==> config.mk <==
export PLATFORM = sky130hd
export DESIGN_NAME = jtag_prog_port
export DESIGN_NICKNAME = d
export VERILOG_FILES = /design/src/jtag_prog_pkg.sv /design/src/jtag_prog_port.sv
export VERILOG_INCLUDE_DIRS = /design/src /design/src/src
export SDC_FILE = /design/constraint.sdc
export NUM_CORES = 1
export LEC_CHECK = 0
export ABC_AREA = 1
export BUFFER_PORTS_ARGS = -buffer_cell sky130_fd_sc_hd__buf_2
export CAP_MARGIN = 30
export CORE_ASPECT_RATIO = 0.7
export CORE_MARGIN = 2
export CORE_UTILIZATION = 60
export DETAILED_ROUTE_END_ITERATION = 8
export MAX_ROUTING_LAYER = met4
export PLACE_DENSITY = 0.92
export SYNTH_ARGS = -nofsm -noshare
export SYNTH_HDL_FRONTEND = slang
export SYNTH_HIERARCHICAL = 1
export SYNTH_SLANG_ARGS = --single-unit
==> constraint.sdc <==
create_clock -name CLK_SYS -period 12.4 [get_ports CLK_SYS]
set_input_delay 3.1 -clock CLK_SYS [delete_from_list [all_inputs] [get_ports CLK_SYS]]
set_output_delay 3.1 -clock CLK_SYS [all_outputs]
set_load 0.005 [all_outputs]
==> src/jtag_prog_consts.svh <==
// constants for the test-port flash programming block
// How it works
// - instruction register is four bits wide
// - all shift registers move least bit first
// - code 0xC selects reset bit, tap untouched
// - reset bit one holds core reset immediately
// - reset persists for fuse-selected timeout after clearing
// - code 0x4 shifts key, update compares
// - programming enabled only on exact fixed key
// - unlock register cleared on power-on reset
// - code 0x5 command register captures previous result
// - update applies command, idle pass strobes it
// - code 0x6 page byte is command low byte
// - page byte reaches page buffer within 11 tck
// - page load alternates low/high, pre-increment address
// - code 0x7 captures flash byte, low first
// - readout increments address after every high byte
// - port needs fuse and clear disable bit
`ifndef JTAG_PROG_CONSTS_SVH
`define JTAG_PROG_CONSTS_SVH
`define IR_W 4
`define IR_RESET 4'hc
`define IR_UNLOCK 4'h4
`define IR_COMMAND 4'h5
`define IR_PAGE_IN 4'h6
`define IR_PAGE_OUT 4'h7
`define IR_BYPASS 4'hf
`define IR_CAPTURE 4'h1
`define UNLOCK_W 16
`define CMD_W 15
`define BYTE_W 8
`define UNLOCK_KEY 16'ha370
`define UNLOCK_RST 16'h0000
`define OFS_CTRL 32'h0000_0000
`define OFS_STATUS 32'h0000_0004
`define CTRL_DISABLE_BIT 0
`define ST_PROG_BIT 0
`define ST_RESET_BIT 1
`define ST_PORT_BIT 2
`define ST_IR_LSB 4
`define DISABLE_RST 1'b0
`define DIS_CLR_CLKS 2
`define PAGE_WR_TCK 11
`define TCK_PERIOD_NS 160
`define CLK_PERIOD_NS 10
`endif

==> src/jtag_prog_pkg.sv <==
// types shared by the test-port flash programming block
package jtag_prog_pkg;
    typedef enum logic [15:0] {
        TLR = 16'h0001, RTI = 16'h0002, SEL_DR = 16'h0004, CAP_DR = 16'h0008,
        SH_DR = 16'h0010, EX1_DR = 16'h0020, PAU_DR = 16'h0040, EX2_DR = 16'h0080,
        UPD_DR = 16'h0100, SEL_IR = 16'h0200, CAP_IR = 16'h0400, SH_IR = 16'h0800,
        EX1_IR = 16'h1000, PAU_IR = 16'h2000, EX2_IR = 16'h4000, UPD_IR = 16'h8000
    } tap_state_e;
endpackage

==> src/jtag_prog_port.sv <==
// tap-side programming data registers, page fifo and ahb-lite control regs
//
// Local design decisions: the address map and the AHB-Lite register port.
`timescale 1ns/100ps
`default_nettype none
`include "jtag_prog_consts.svh"

module page_fifo #(
    parameter int WIDTH = 10,
    parameter int DEPTH = 4
) (
    input wire logic clk, // system clock
    input wire logic rst, // async reset
    input wire logic in_valid, // push request
    output logic in_ready, // room left
    input wire logic [WIDTH-1:0] in_data, // pushed word
    output logic out_valid, // word waiting
    input wire logic out_ready, // sink takes word
    output logic [WIDTH-1:0] out_data // head word
);
    localparam int AW = $clog2(DEPTH);
    logic [WIDTH-1:0] mem_q [DEPTH];
    logic [AW-1:0] wr_q;
    logic [AW-1:0] rd_q;
    logic [AW:0] cnt_q;
    logic push;
    logic pop;

    assign in_ready = (cnt_q != (AW+1)'(DEPTH));
    assign out_valid = (cnt_q != '0);
    assign push = in_valid && in_ready;
    assign pop = out_valid && out_ready;
    assign out_data = mem_q[rd_q];

    // storage has no reset, only pointers and count do
    always_ff @(posedge clk) begin
        if (push) begin
            mem_q[wr_q] <= in_data;
        end
    end

    // pointers wrap; depth is a power of two
    always_ff @(posedge clk or posedge rst) begin
        if (rst) begin
            wr_q <= '0;
            rd_q <= '0;
            cnt_q <= '0;
        end else begin
            if (push) wr_q <= wr_q + 1'b1;
            if (pop) rd_q <= rd_q + 1'b1;
            cnt_q <= cnt_q + (AW+1)'(push) - (AW+1)'(pop);
        end
    end
endmodule

module jtag_prog_port
    import jtag_prog_pkg::*;
#(
    parameter int TOUT_SHORT_CYC = 16,
    parameter int TOUT_LONG_CYC = 6500,
    parameter int FIFO_DEPTH = 4
) (
    input wire logic CLK_SYS, // 100 MHz system clock
    input wire logic RST, // async power-on reset, high
    input wire logic TCK, // test clock pin
    input wire logic TMS, // test mode select pin
    input wire logic TDI, // test data in pin
    output logic TDO, // test data out
    output logic TDO_OE_N, // low while tdo drives
    input wire logic EXT_RESET_N, // external reset pin
    input wire logic PORT_ENABLE_FUSE, // test_port_enable_fuse
    input wire logic LONG_TIMEOUT_FUSE, // clock-option timeout select
    output logic CORE_RESET, // holds the core in reset
    output logic [14:0] FLASH_CMD, // applied command
    output logic FLASH_CMD_STROBE, // one-cycle execute pulse
    input wire logic [14:0] CMD_RESULT, // result of last command
    input wire logic [15:0] FLASH_RD_WORD, // flash word at address
    output logic READ_ADDR_INC, // advance readout address
    output logic PAGE_WR_VALID, // page buffer write request
    input wire logic PAGE_WR_READY, // page buffer accepts
    output logic [7:0] PAGE_WR_DATA, // byte for page buffer
    output logic PAGE_WR_HIGH, // byte is high half
    output logic PAGE_WR_ADDR_INC, // pre-increment before this byte
    input wire logic HSEL, // ahb select
    input wire logic [31:0] HADDR, // ahb address
    input wire logic [1:0] HTRANS, // ahb transfer type
    input wire logic HWRITE, // ahb write
    input wire logic [2:0] HSIZE, // ahb size, words only
    input wire logic [31:0] HWDATA, // ahb write data
    input wire logic HREADY, // ahb bus ready
    output logic HREADYOUT, // never stalls
    output logic [31:0] HRDATA, // ahb read data
    output logic HRESP // always okay
);
    localparam int PAGE_WR_BOUND = `PAGE_WR_TCK * `TCK_PERIOD_NS / `CLK_PERIOD_NS;
    localparam int TW = $clog2(TOUT_LONG_CYC + 1);

    // dr shift: new bit enters at top of the selected length, lsb leaves
    function automatic logic [15:0] dr_shift(input logic [15:0] sr, input logic din,
                                             input logic [3:0] ir);
        logic [15:0] r;
        r = {1'b0, sr[15:1]};
        unique case (ir)
            `IR_UNLOCK: r[15] = din;
            `IR_COMMAND: r[14] = din;
            `IR_PAGE_IN, `IR_PAGE_OUT: begin
                r[15:7] = '0;
                r[7] = din;
            end
            default: r[0] = din;
        endcase
        return r;
    endfunction

    // input synchronisers: tck, tms, tdi, external reset
    logic [3:0] s1_q;
    logic [3:0] s2_q;
    logic tck_d_q;
    always_ff @(posedge CLK_SYS or posedge RST) begin
        if (RST) begin
            s1_q <= 4'h8;
            s2_q <= 4'h8;
            tck_d_q <= 1'b0;
        end else begin
            s1_q <= {EXT_RESET_N, TDI, TMS, TCK};
            s2_q <= s1_q;
            tck_d_q <= s2_q[0];
        end
    end
    logic tck_rise;
    logic tck_fall;
    logic tms_s;
    logic tdi_s;
    logic ext_rst_n_s;
    assign tck_rise = s2_q[0] && !tck_d_q;
    assign tck_fall = !s2_q[0] && tck_d_q;
    assign tms_s = s2_q[1];
    assign tdi_s = s2_q[2];
    assign ext_rst_n_s = s2_q[3];

    // disable bit: software sets, external reset low two clocks clears
    logic disable_q;
    logic [1:0] low_cnt_q;
    logic port_on;
    logic ahb_wr_ctrl;
    logic [31:0] ahb_wdata;
    assign ahb_wdata = HWDATA;
    assign port_on = PORT_ENABLE_FUSE && !disable_q;
    always_ff @(posedge CLK_SYS or posedge RST) begin
        if (RST) begin
            disable_q <= `DISABLE_RST;
            low_cnt_q <= '0;
        end else begin
            low_cnt_q <= ext_rst_n_s ? 2'h0 : (low_cnt_q == 2'h2 ? 2'h2 : low_cnt_q + 2'h1);
            if (!ext_rst_n_s && low_cnt_q == 2'(`DIS_CLR_CLKS - 1)) begin
                disable_q <= 1'b0;
            end else if (ahb_wr_ctrl) begin
                disable_q <= ahb_wdata[`CTRL_DISABLE_BIT];
            end
        end
    end

    // tap controller, held in test-logic-reset while port is off
    tap_state_e st_q;
    tap_state_e st_d;
    always_comb begin
        unique case (st_q)
            TLR: st_d = tms_s ? TLR : RTI;
            RTI: st_d = tms_s ? SEL_DR : RTI;
            SEL_DR: st_d = tms_s ? SEL_IR : CAP_DR;
            CAP_DR: st_d = tms_s ? EX1_DR : SH_DR;
            SH_DR: st_d = tms_s ? EX1_DR : SH_DR;
            EX1_DR: st_d = tms_s ? UPD_DR : PAU_DR;
            PAU_DR: st_d = tms_s ? EX2_DR : PAU_DR;
            EX2_DR: st_d = tms_s ? UPD_DR : SH_DR;
            UPD_DR: st_d = tms_s ? SEL_DR : RTI;
            SEL_IR: st_d = tms_s ? TLR : CAP_IR;
            CAP_IR: st_d = tms_s ? EX1_IR : SH_IR;
            SH_IR: st_d = tms_s ? EX1_IR : SH_IR;
            EX1_IR: st_d = tms_s ? UPD_IR : PAU_IR;
            PAU_IR: st_d = tms_s ? EX2_IR : PAU_IR;
            EX2_IR: st_d = tms_s ? UPD_IR : SH_IR;
            UPD_IR: st_d = tms_s ? SEL_DR : RTI;
            default: st_d = TLR;
        endcase
    end
    always_ff @(posedge CLK_SYS or posedge RST) begin
        if (RST) begin
            st_q <= TLR;
        end else if (!port_on) begin
            st_q <= TLR;
        end else if (tck_rise) begin
            st_q <= st_d;
        end
    end

    // instruction register, 4 bits, lsb first
    logic [`IR_W-1:0] ir_sr_q;
    logic [`IR_W-1:0] ir_q;
    logic instr_entered;
    assign instr_entered = tck_rise && st_q == UPD_IR;
    always_ff @(posedge CLK_SYS or posedge RST) begin
        if (RST) begin
            ir_sr_q <= '0;
            ir_q <= `IR_BYPASS;
        end else if (st_q == TLR) begin
            ir_q <= `IR_BYPASS;
        end else if (tck_rise) begin
            if (st_q == CAP_IR) ir_sr_q <= `IR_CAPTURE;
            if (st_q == SH_IR) ir_sr_q <= {tdi_s, ir_sr_q[`IR_W-1:1]};
            if (st_q == UPD_IR) ir_q <= ir_sr_q;
        end
    end

    logic dr_cap;
    logic dr_sh;
    logic dr_upd;
    assign dr_cap = tck_rise && st_q == CAP_DR;
    assign dr_sh = tck_rise && st_q == SH_DR;
    assign dr_upd = tck_rise && st_q == UPD_DR;

    // reset bit lives in the chain itself, so it acts unlatched
    logic rst_bit_q;
    logic [TW-1:0] tout_q;
    always_ff @(posedge CLK_SYS or posedge RST) begin
        if (RST) begin
            rst_bit_q <= 1'b0;
            tout_q <= '0;
        end else begin
            if (dr_sh && ir_q == `IR_RESET) rst_bit_q <= tdi_s;
            if (rst_bit_q) begin
                tout_q <= LONG_TIMEOUT_FUSE ? TW'(TOUT_LONG_CYC) :
                          TW'(TOUT_SHORT_CYC);
            end else if (tout_q != '0) begin
                tout_q <= tout_q - 1'b1;
            end
        end
    end
    assign CORE_RESET = rst_bit_q || (tout_q != '0);

    // shared data shift register; page byte is its low eight bits
    logic [15:0] dr_sr_q;
    logic byte_hi_q;
    logic first_q;
    logic [7:0] rd_byte;
    assign rd_byte = byte_hi_q ? FLASH_RD_WORD[15:8] : FLASH_RD_WORD[7:0];
    always_ff @(posedge CLK_SYS or posedge RST) begin
        if (RST) begin
            dr_sr_q <= '0;
        end else if (dr_cap) begin
            unique case (ir_q)
                `IR_COMMAND: dr_sr_q <= {1'b0, CMD_RESULT};
                `IR_PAGE_OUT: dr_sr_q <= {8'h00, rd_byte};
                default: dr_sr_q <= '0;
            endcase
        end else if (dr_sh) begin
            dr_sr_q <= dr_shift(dr_sr_q, tdi_s, ir_q);
        end
    end

    // unlock: cleared by power-on reset or by an update with a wrong key, compared on update
    logic prog_q;
    always_ff @(posedge CLK_SYS or posedge RST) begin
        if (RST) begin
            prog_q <= 1'b0;
        end else if (dr_upd && ir_q == `IR_UNLOCK) begin
            prog_q <= (dr_sr_q == `UNLOCK_KEY);
        end
    end

    // command apply on update, execute pulse per tck edge in idle
    always_ff @(posedge CLK_SYS or posedge RST) begin
        if (RST) begin
            FLASH_CMD <= '0;
            FLASH_CMD_STROBE <= 1'b0;
        end else begin
            if (dr_upd && ir_q == `IR_COMMAND && prog_q) FLASH_CMD <= dr_sr_q[14:0];
            FLASH_CMD_STROBE <= tck_rise && st_q == RTI &&
                                ir_q == `IR_COMMAND && prog_q;
        end
    end

    // byte phase for page streams, restarted when an instruction is loaded
    logic ld_pend_q;
    logic [9:0] ld_word_q;
    logic fifo_in_ready;
    always_ff @(posedge CLK_SYS or posedge RST) begin
        if (RST) begin
            byte_hi_q <= 1'b0;
            first_q <= 1'b1;
            READ_ADDR_INC <= 1'b0;
        end else begin
            READ_ADDR_INC <= 1'b0;
            if (instr_entered) begin
                byte_hi_q <= 1'b0;
                first_q <= 1'b1;
            end else if (dr_upd && ir_q == `IR_PAGE_IN && prog_q) begin
                byte_hi_q <= !byte_hi_q;
                first_q <= 1'b0;
            end else if (dr_cap && ir_q == `IR_PAGE_OUT && prog_q) begin
                byte_hi_q <= !byte_hi_q;
                READ_ADDR_INC <= byte_hi_q;
            end
        end
    end

    // temporary byte waits here while the fifo is full
    always_ff @(posedge CLK_SYS or posedge RST) begin
        if (RST) begin
            ld_pend_q <= 1'b0;
            ld_word_q <= '0;
        end else if (dr_upd && ir_q == `IR_PAGE_IN && prog_q) begin
            ld_pend_q <= 1'b1;
            ld_word_q <= {!byte_hi_q && !first_q, byte_hi_q, dr_sr_q[7:0]};
        end else if (fifo_in_ready) begin
            ld_pend_q <= 1'b0;
        end
    end

    // drain side stalls on page buffer, pending byte holds behind it
    logic [9:0] fifo_out;
    page_fifo #(.WIDTH(10), .DEPTH(FIFO_DEPTH)) u_fifo (
        .clk(CLK_SYS),
        .rst(RST),
        .in_valid(ld_pend_q),
        .in_ready(fifo_in_ready),
        .in_data(ld_word_q),
        .out_valid(PAGE_WR_VALID),
        .out_ready(PAGE_WR_READY),
        .out_data(fifo_out)
    );
    assign PAGE_WR_ADDR_INC = fifo_out[9];
    assign PAGE_WR_HIGH = fifo_out[8];
    assign PAGE_WR_DATA = fifo_out[7:0];

    // tdo changes on falling tck, driven only while shifting
    always_ff @(posedge CLK_SYS or posedge RST) begin
        if (RST) begin
            TDO <= 1'b0;
            TDO_OE_N <= 1'b1;
        end else if (tck_fall) begin
            TDO <= (st_q == SH_IR) ? ir_sr_q[0] :
                   (ir_q == `IR_RESET) ? rst_bit_q : dr_sr_q[0];
            TDO_OE_N <= !(st_q == SH_IR || st_q == SH_DR);
        end
    end

    // ahb-lite slave, zero wait, read data set up in address phase
    logic dph_wr_q;
    logic [31:0] dph_addr_q;
    logic ahb_go;
    assign ahb_go = HSEL && HTRANS[1] && HREADY;
    assign ahb_wr_ctrl = dph_wr_q && dph_addr_q == `OFS_CTRL;
    assign HREADYOUT = 1'b1;
    assign HRESP = 1'b0;
    always_ff @(posedge CLK_SYS or posedge RST) begin
        if (RST) begin
            dph_wr_q <= 1'b0;
            dph_addr_q <= '0;
            HRDATA <= '0;
        end else begin
            dph_wr_q <= ahb_go && HWRITE;
            if (ahb_go) dph_addr_q <= HADDR;
            if (ahb_go && !HWRITE) begin
                HRDATA <= '0; // unmapped reads as zero
                if (HADDR == `OFS_CTRL) HRDATA[`CTRL_DISABLE_BIT] <= disable_q;
                if (HADDR == `OFS_STATUS) begin
                    HRDATA[`ST_PROG_BIT] <= prog_q;
                    HRDATA[`ST_RESET_BIT] <= CORE_RESET;
                    HRDATA[`ST_PORT_BIT] <= port_on;
                    HRDATA[`ST_IR_LSB +: 4] <= ir_q;
                end
            end
        end
    end

    // checks
    a_unlock_compare: assert property (@(posedge CLK_SYS) disable iff (RST)
        dr_upd && ir_q == `IR_UNLOCK |=> prog_q == ($past(dr_sr_q) == `UNLOCK_KEY))
        else $error("unlock result does not match key compare");
    a_reset_immediate: assert property (@(posedge CLK_SYS) disable iff (RST)
        dr_sh && ir_q == `IR_RESET && tdi_s |=> rst_bit_q && CORE_RESET)
        else $error("reset bit set but core not in reset");
    a_reset_timeout: assert property (@(posedge CLK_SYS) disable iff (RST)
        $fell(rst_bit_q) |-> CORE_RESET [*8])
        else $error("core left reset before timeout");
    a_cmd_locked: assert property (@(posedge CLK_SYS) disable iff (RST)
        !prog_q |=> !FLASH_CMD_STROBE && $stable(FLASH_CMD))
        else $error("command acted without unlock");
    a_cmd_apply: assert property (@(posedge CLK_SYS) disable iff (RST)
        dr_upd && ir_q == `IR_COMMAND && prog_q |=> FLASH_CMD == $past(dr_sr_q[14:0]))
        else $error("command not applied on update");
    a_lsb_first: assert property (@(posedge CLK_SYS) disable iff (RST)
        dr_sh && ir_q == `IR_COMMAND |=> dr_sr_q[13:0] == $past(dr_sr_q[14:1])
        && dr_sr_q[14] == $past(tdi_s))
        else $error("command register not shifted lsb first");
    a_page_write_bound: assert property (@(posedge CLK_SYS) disable iff (RST)
        dr_upd && ir_q == `IR_PAGE_IN && prog_q && !PAGE_WR_VALID && PAGE_WR_READY
        |-> ##[1:PAGE_WR_BOUND] PAGE_WR_VALID)
        else $error("page byte not offered to buffer in time");
    a_first_no_inc: assert property (@(posedge CLK_SYS) disable iff (RST)
        dr_upd && ir_q == `IR_PAGE_IN && prog_q && first_q |=> !ld_word_q[9] && !ld_word_q[8])
        else $error("first page byte must be low without increment");
    a_read_inc_high: assert property (@(posedge CLK_SYS) disable iff (RST)
        READ_ADDR_INC |-> !byte_hi_q && $past(byte_hi_q))
        else $error("readout increment not after high byte");
    a_port_off_tlr: assert property (@(posedge CLK_SYS) disable iff (RST)
        !port_on |=> st_q == TLR)
        else $error("tap active while port disabled");
    c_unlocked: cover property (@(posedge CLK_SYS) disable iff (RST) $rose(prog_q));
    c_page_write: cover property (@(posedge CLK_SYS) disable iff (RST)
        PAGE_WR_VALID && PAGE_WR_READY && PAGE_WR_HIGH);
    c_read_inc: cover property (@(posedge CLK_SYS) disable iff (RST) READ_ADDR_INC);
endmodule

`default_nettype wire

==> impl_metrics.json <==
{
  "status": "finished clean",
  "pwr-share-seq_pct": 47.9,
  "ios": 177,
  "synth-edff-count": 40,
  "start_kind": "register",
  "synth_area_leaders": "dfrtp_1 38%, edfxtp_1 13%, nand2_1 8.1%, inv_1 4.9%, nor2_1 4.4%",
  "clkTransAtPathRegs_ns": 0.07,
  "max_freq_mhz": 193,
  "min_period_ns": 5.19,
  "clockRootBuffer": "clkbuf_16",
  "num_rows": 37,
  "worst-path-max-fanout": 33,
  "drive_gt1_share_pct": 19.9,
  "fin_skew_ns": 0.0131,
  "combPwrFrac_pct": 14.4,
  "gp_congestion": 0.892,
  "vias": 7104,
  "dr.pass1.iters": 5,
  "die_area_um2": 16000,
  "numCtsBuffers": 17,
  "syn_inst": 991,
  "r2r_start": "s2_q[0]",
  "portBuffers": 114,
  "drcViolationCount": 0,
  "path_cells": "inv_2, o21ai_0, nand2_1, buf_2",
  "slowest_stage": "dfrtp_1",
  "cts.sinks": 186,
  "gr-total-overflow": 0,
  "antenna_cells": 0,
  "wl_mm": 19.9,
  "p_int_mw": 1.01,
  "grt_pass1_wl_mm": 32.9,
  "cts_resized": 0,
  "core_um2": 14700,
  "clkPwrFrac_pct": 37.7,
  "p_per_area_nw_per_um2": 141,
  "critical_path_class": "register to output port",
  "area_growth_pct": 13.0,
  "initial_utilization_pct": 61.2,
  "cts_setup_buffers": 0,
  "required_ns": 9.30,
  "power.switching_uw": 425,
  "seq_area_frac_synth_pct": 54.2,
  "period_share_pct": 41.9,
  "sw_frac_of_total_pct": 29.7,
  "leakage_nw": 5.03,
  "die_y_um": 106,
  "rsz0062_at_grt": "no",
  "hold_viol": 0,
  "final_nets": 1221,
  "grt_max_degree": 77,
  "synth_ff_type": "dfrtp_1",
  "worst_hold_path_type": "register to register",
  "track_usage_pct": 26.8,
  "maxSlewHeadroom_pct": 37.2,
  "syn_area_um2": 8980,
  "drt_iter0_markers": 722,
  "antenna_found_initial": 0,
  "synth_cell_type_count": 47,
  "cp-end-kind": "output port",
  "setup_viol": 0,
  "min_from": "s1_q[3]",
  "hold_buffers": 0,
  "clockBufferDepth": 2,
  "final_antenna_net_count": 0,
  "final_common_cell": "nand2_1",
  "tritoncts": "yes",
  "drv_slew": 0,
  "routedWlPerCell_um": 15.2,
  "cts_max_level": 4,
  "die_w_um": 150,
  "drv_cap": 0,
  "avgSynthCellArea_um2": 9.06,
  "fin_hold_ws_ns": 0.351,
  "clock_latency_ns": 0.44,
  "slowest_delay_ns": 0.96,
  "arrival_ns": 2.09,
  "netlist.area_leader.share_pct": 38.2,
  "layout_common_cells": "194 x nand2_1, 137 x dfrtp_1, 117 x inv_1, 114 x buf_2, 106 x nor2_1",
  "ir_drop_mv": 0.0933,
  "ys_ff_latch": 186,
  "grt_pass1_vias": 6838,
  "tightest_slew_ns": 0.942,
  "synth_top_area_cell": "dfrtp_1",
  "vias_per_cell": 5.44,
  "async_flop_share_pct": 78.5,
  "dp_hpwl_mm": 14.2,
  "setup.worst_path.start": "u_fifo/rd_q[0]",
  "synth_warnings": 6,
  "final.setup.tns_ns": 0
}
## routing by layer
layer	vias to the layer above	share of wire, %	GRT usage, %
li1	3433	-	-
met1	3369	45	38.1
met2	275	46	40.3
met3	27	7.7	4.98
met4	0	1.1	7.08
met5	-	0	-
## through the flow
step,utilization (%),setup WS [ns],instances,power (mW),cell area (um2)
after floorplan,-,5.59,1016,0.843,9070
after global placement,65.1,7.62,1275,0.891,9550
after detailed placement,65.1,7.60,1275,0.904,9550
after CTS,69.2,7.22,1307,1.44,10200
after global routing,69.2,7.03,1307,1.50,10200
final,69.2,7.21,1307,1.43,10200
## registers in the layout, indices dropped and copies added (netlist names), 2 cells and up
signal        count
u_fifo/rd_q       2
s2_q              4
dph_addr_q       32
tout_q           13
u_fifo/mem_q     40
st_q             16
ir_sr_q           4
s1_q              4
ir_q              4
low_cnt_q         2
HRDATA            7
u_fifo/wr_q       2
FLASH_CMD        15
dr_sr_q          16
u_fifo/cnt_q      3
ld_word_q        10
## critical path, delay by kind of cell, from the launching register on
| family | cells | cell delay (ns) |
|---|---|---|
| AND/OR/NAND/NOR | 1 | 0.07 |
| buffers and inverters | 2 | 0.38 |
| flip-flops | 1 | 0.96 |
| AO/OA/AOI/OAI | 1 | 0.24 |
## synthesized netlist by cell type, types with 4 or more instances
master    number
a21oi_1       34
a22o_1         6
a31oi_1        8
buf_2          8
buf_4         29
buf_6          6
clkbuf_1       9
dfrtp_1      137
dfstp_2        9
edfxtp_1      40
ha_1           9
inv_1        118
inv_2          5
mux2_2        14
nand2_1      194
nand2_2        6
nand2_4        4
nand3_1       53
nand4_1       21
nor2_1       106
nor2_2         6
nor2_4         6
nor3_1        16
nor4_1        12
o21ai_0       51
o21ai_1       27
o21ai_2       11
o22ai_1        7
o31ai_1        4
or2_2          4
## power groups by stage
stage | combinational (mW) | clock [mW] | sequential, mW
finish | 0.206 | 0.540 | 0.687
global route | 0.239 | 0.571 | 0.692
CTS | 0.207 | 0.545 | 0.686
detailed placement | 0.205 | 0 | 0.699
global placement | 0.195 | 0 | 0.696
floorplan | 0.160 | 0 | 0.683
## path summary, 6_finish.rpt
check / depth (start not counted) / slack [ns] / end
hold / removal: 0 / 0.35 / s2_q[3]
max in group asynchronous: 3 / 8.29 / FLASH_CMD[11]
min in group asynchronous: 2 / 2.63 / u_fifo/rd_q[1]
setup reg to reg: 5 / 9.80 / st_q[2]
hold reg to reg: 0 / 0.35 / s2_q[3]
setup / recovery: 4 / 7.21 / PAGE_WR_ADDR_INC
## kinds of logic (layout without fill, tap and decap cells)
family | count (synthesis) | after routing | share of synthesized area, %
AO/OA/AOI/OAI | 160 | 160 | 10.4
XOR/XNOR | 4 | 4 | 0.390
buffers and inverters | 176 | 272 | 9.18
AND/OR/NAND/NOR | 439 | 439 | 22.5
adder cells (fa/ha/maj) | 10 | 10 | 1.48
other | 2 | 27 | 0.0836
flip-flops | 186 | 186 | 54.2
multiplexers | 14 | 14 | 1.76
## final cells by class
cell class | instances | area, um2
flip-flops and latches | 186 | 4870
well taps | 195 | 244
multi-input cells | 654 | 3380
fillers | 1074 | 4520
inverters | 124 | 470
repair buffers | 116 | 586
clock inverters | 15 | 175
clock buffers | 17 | 425
No activity file was read; power rests on OpenSTA's default activity.
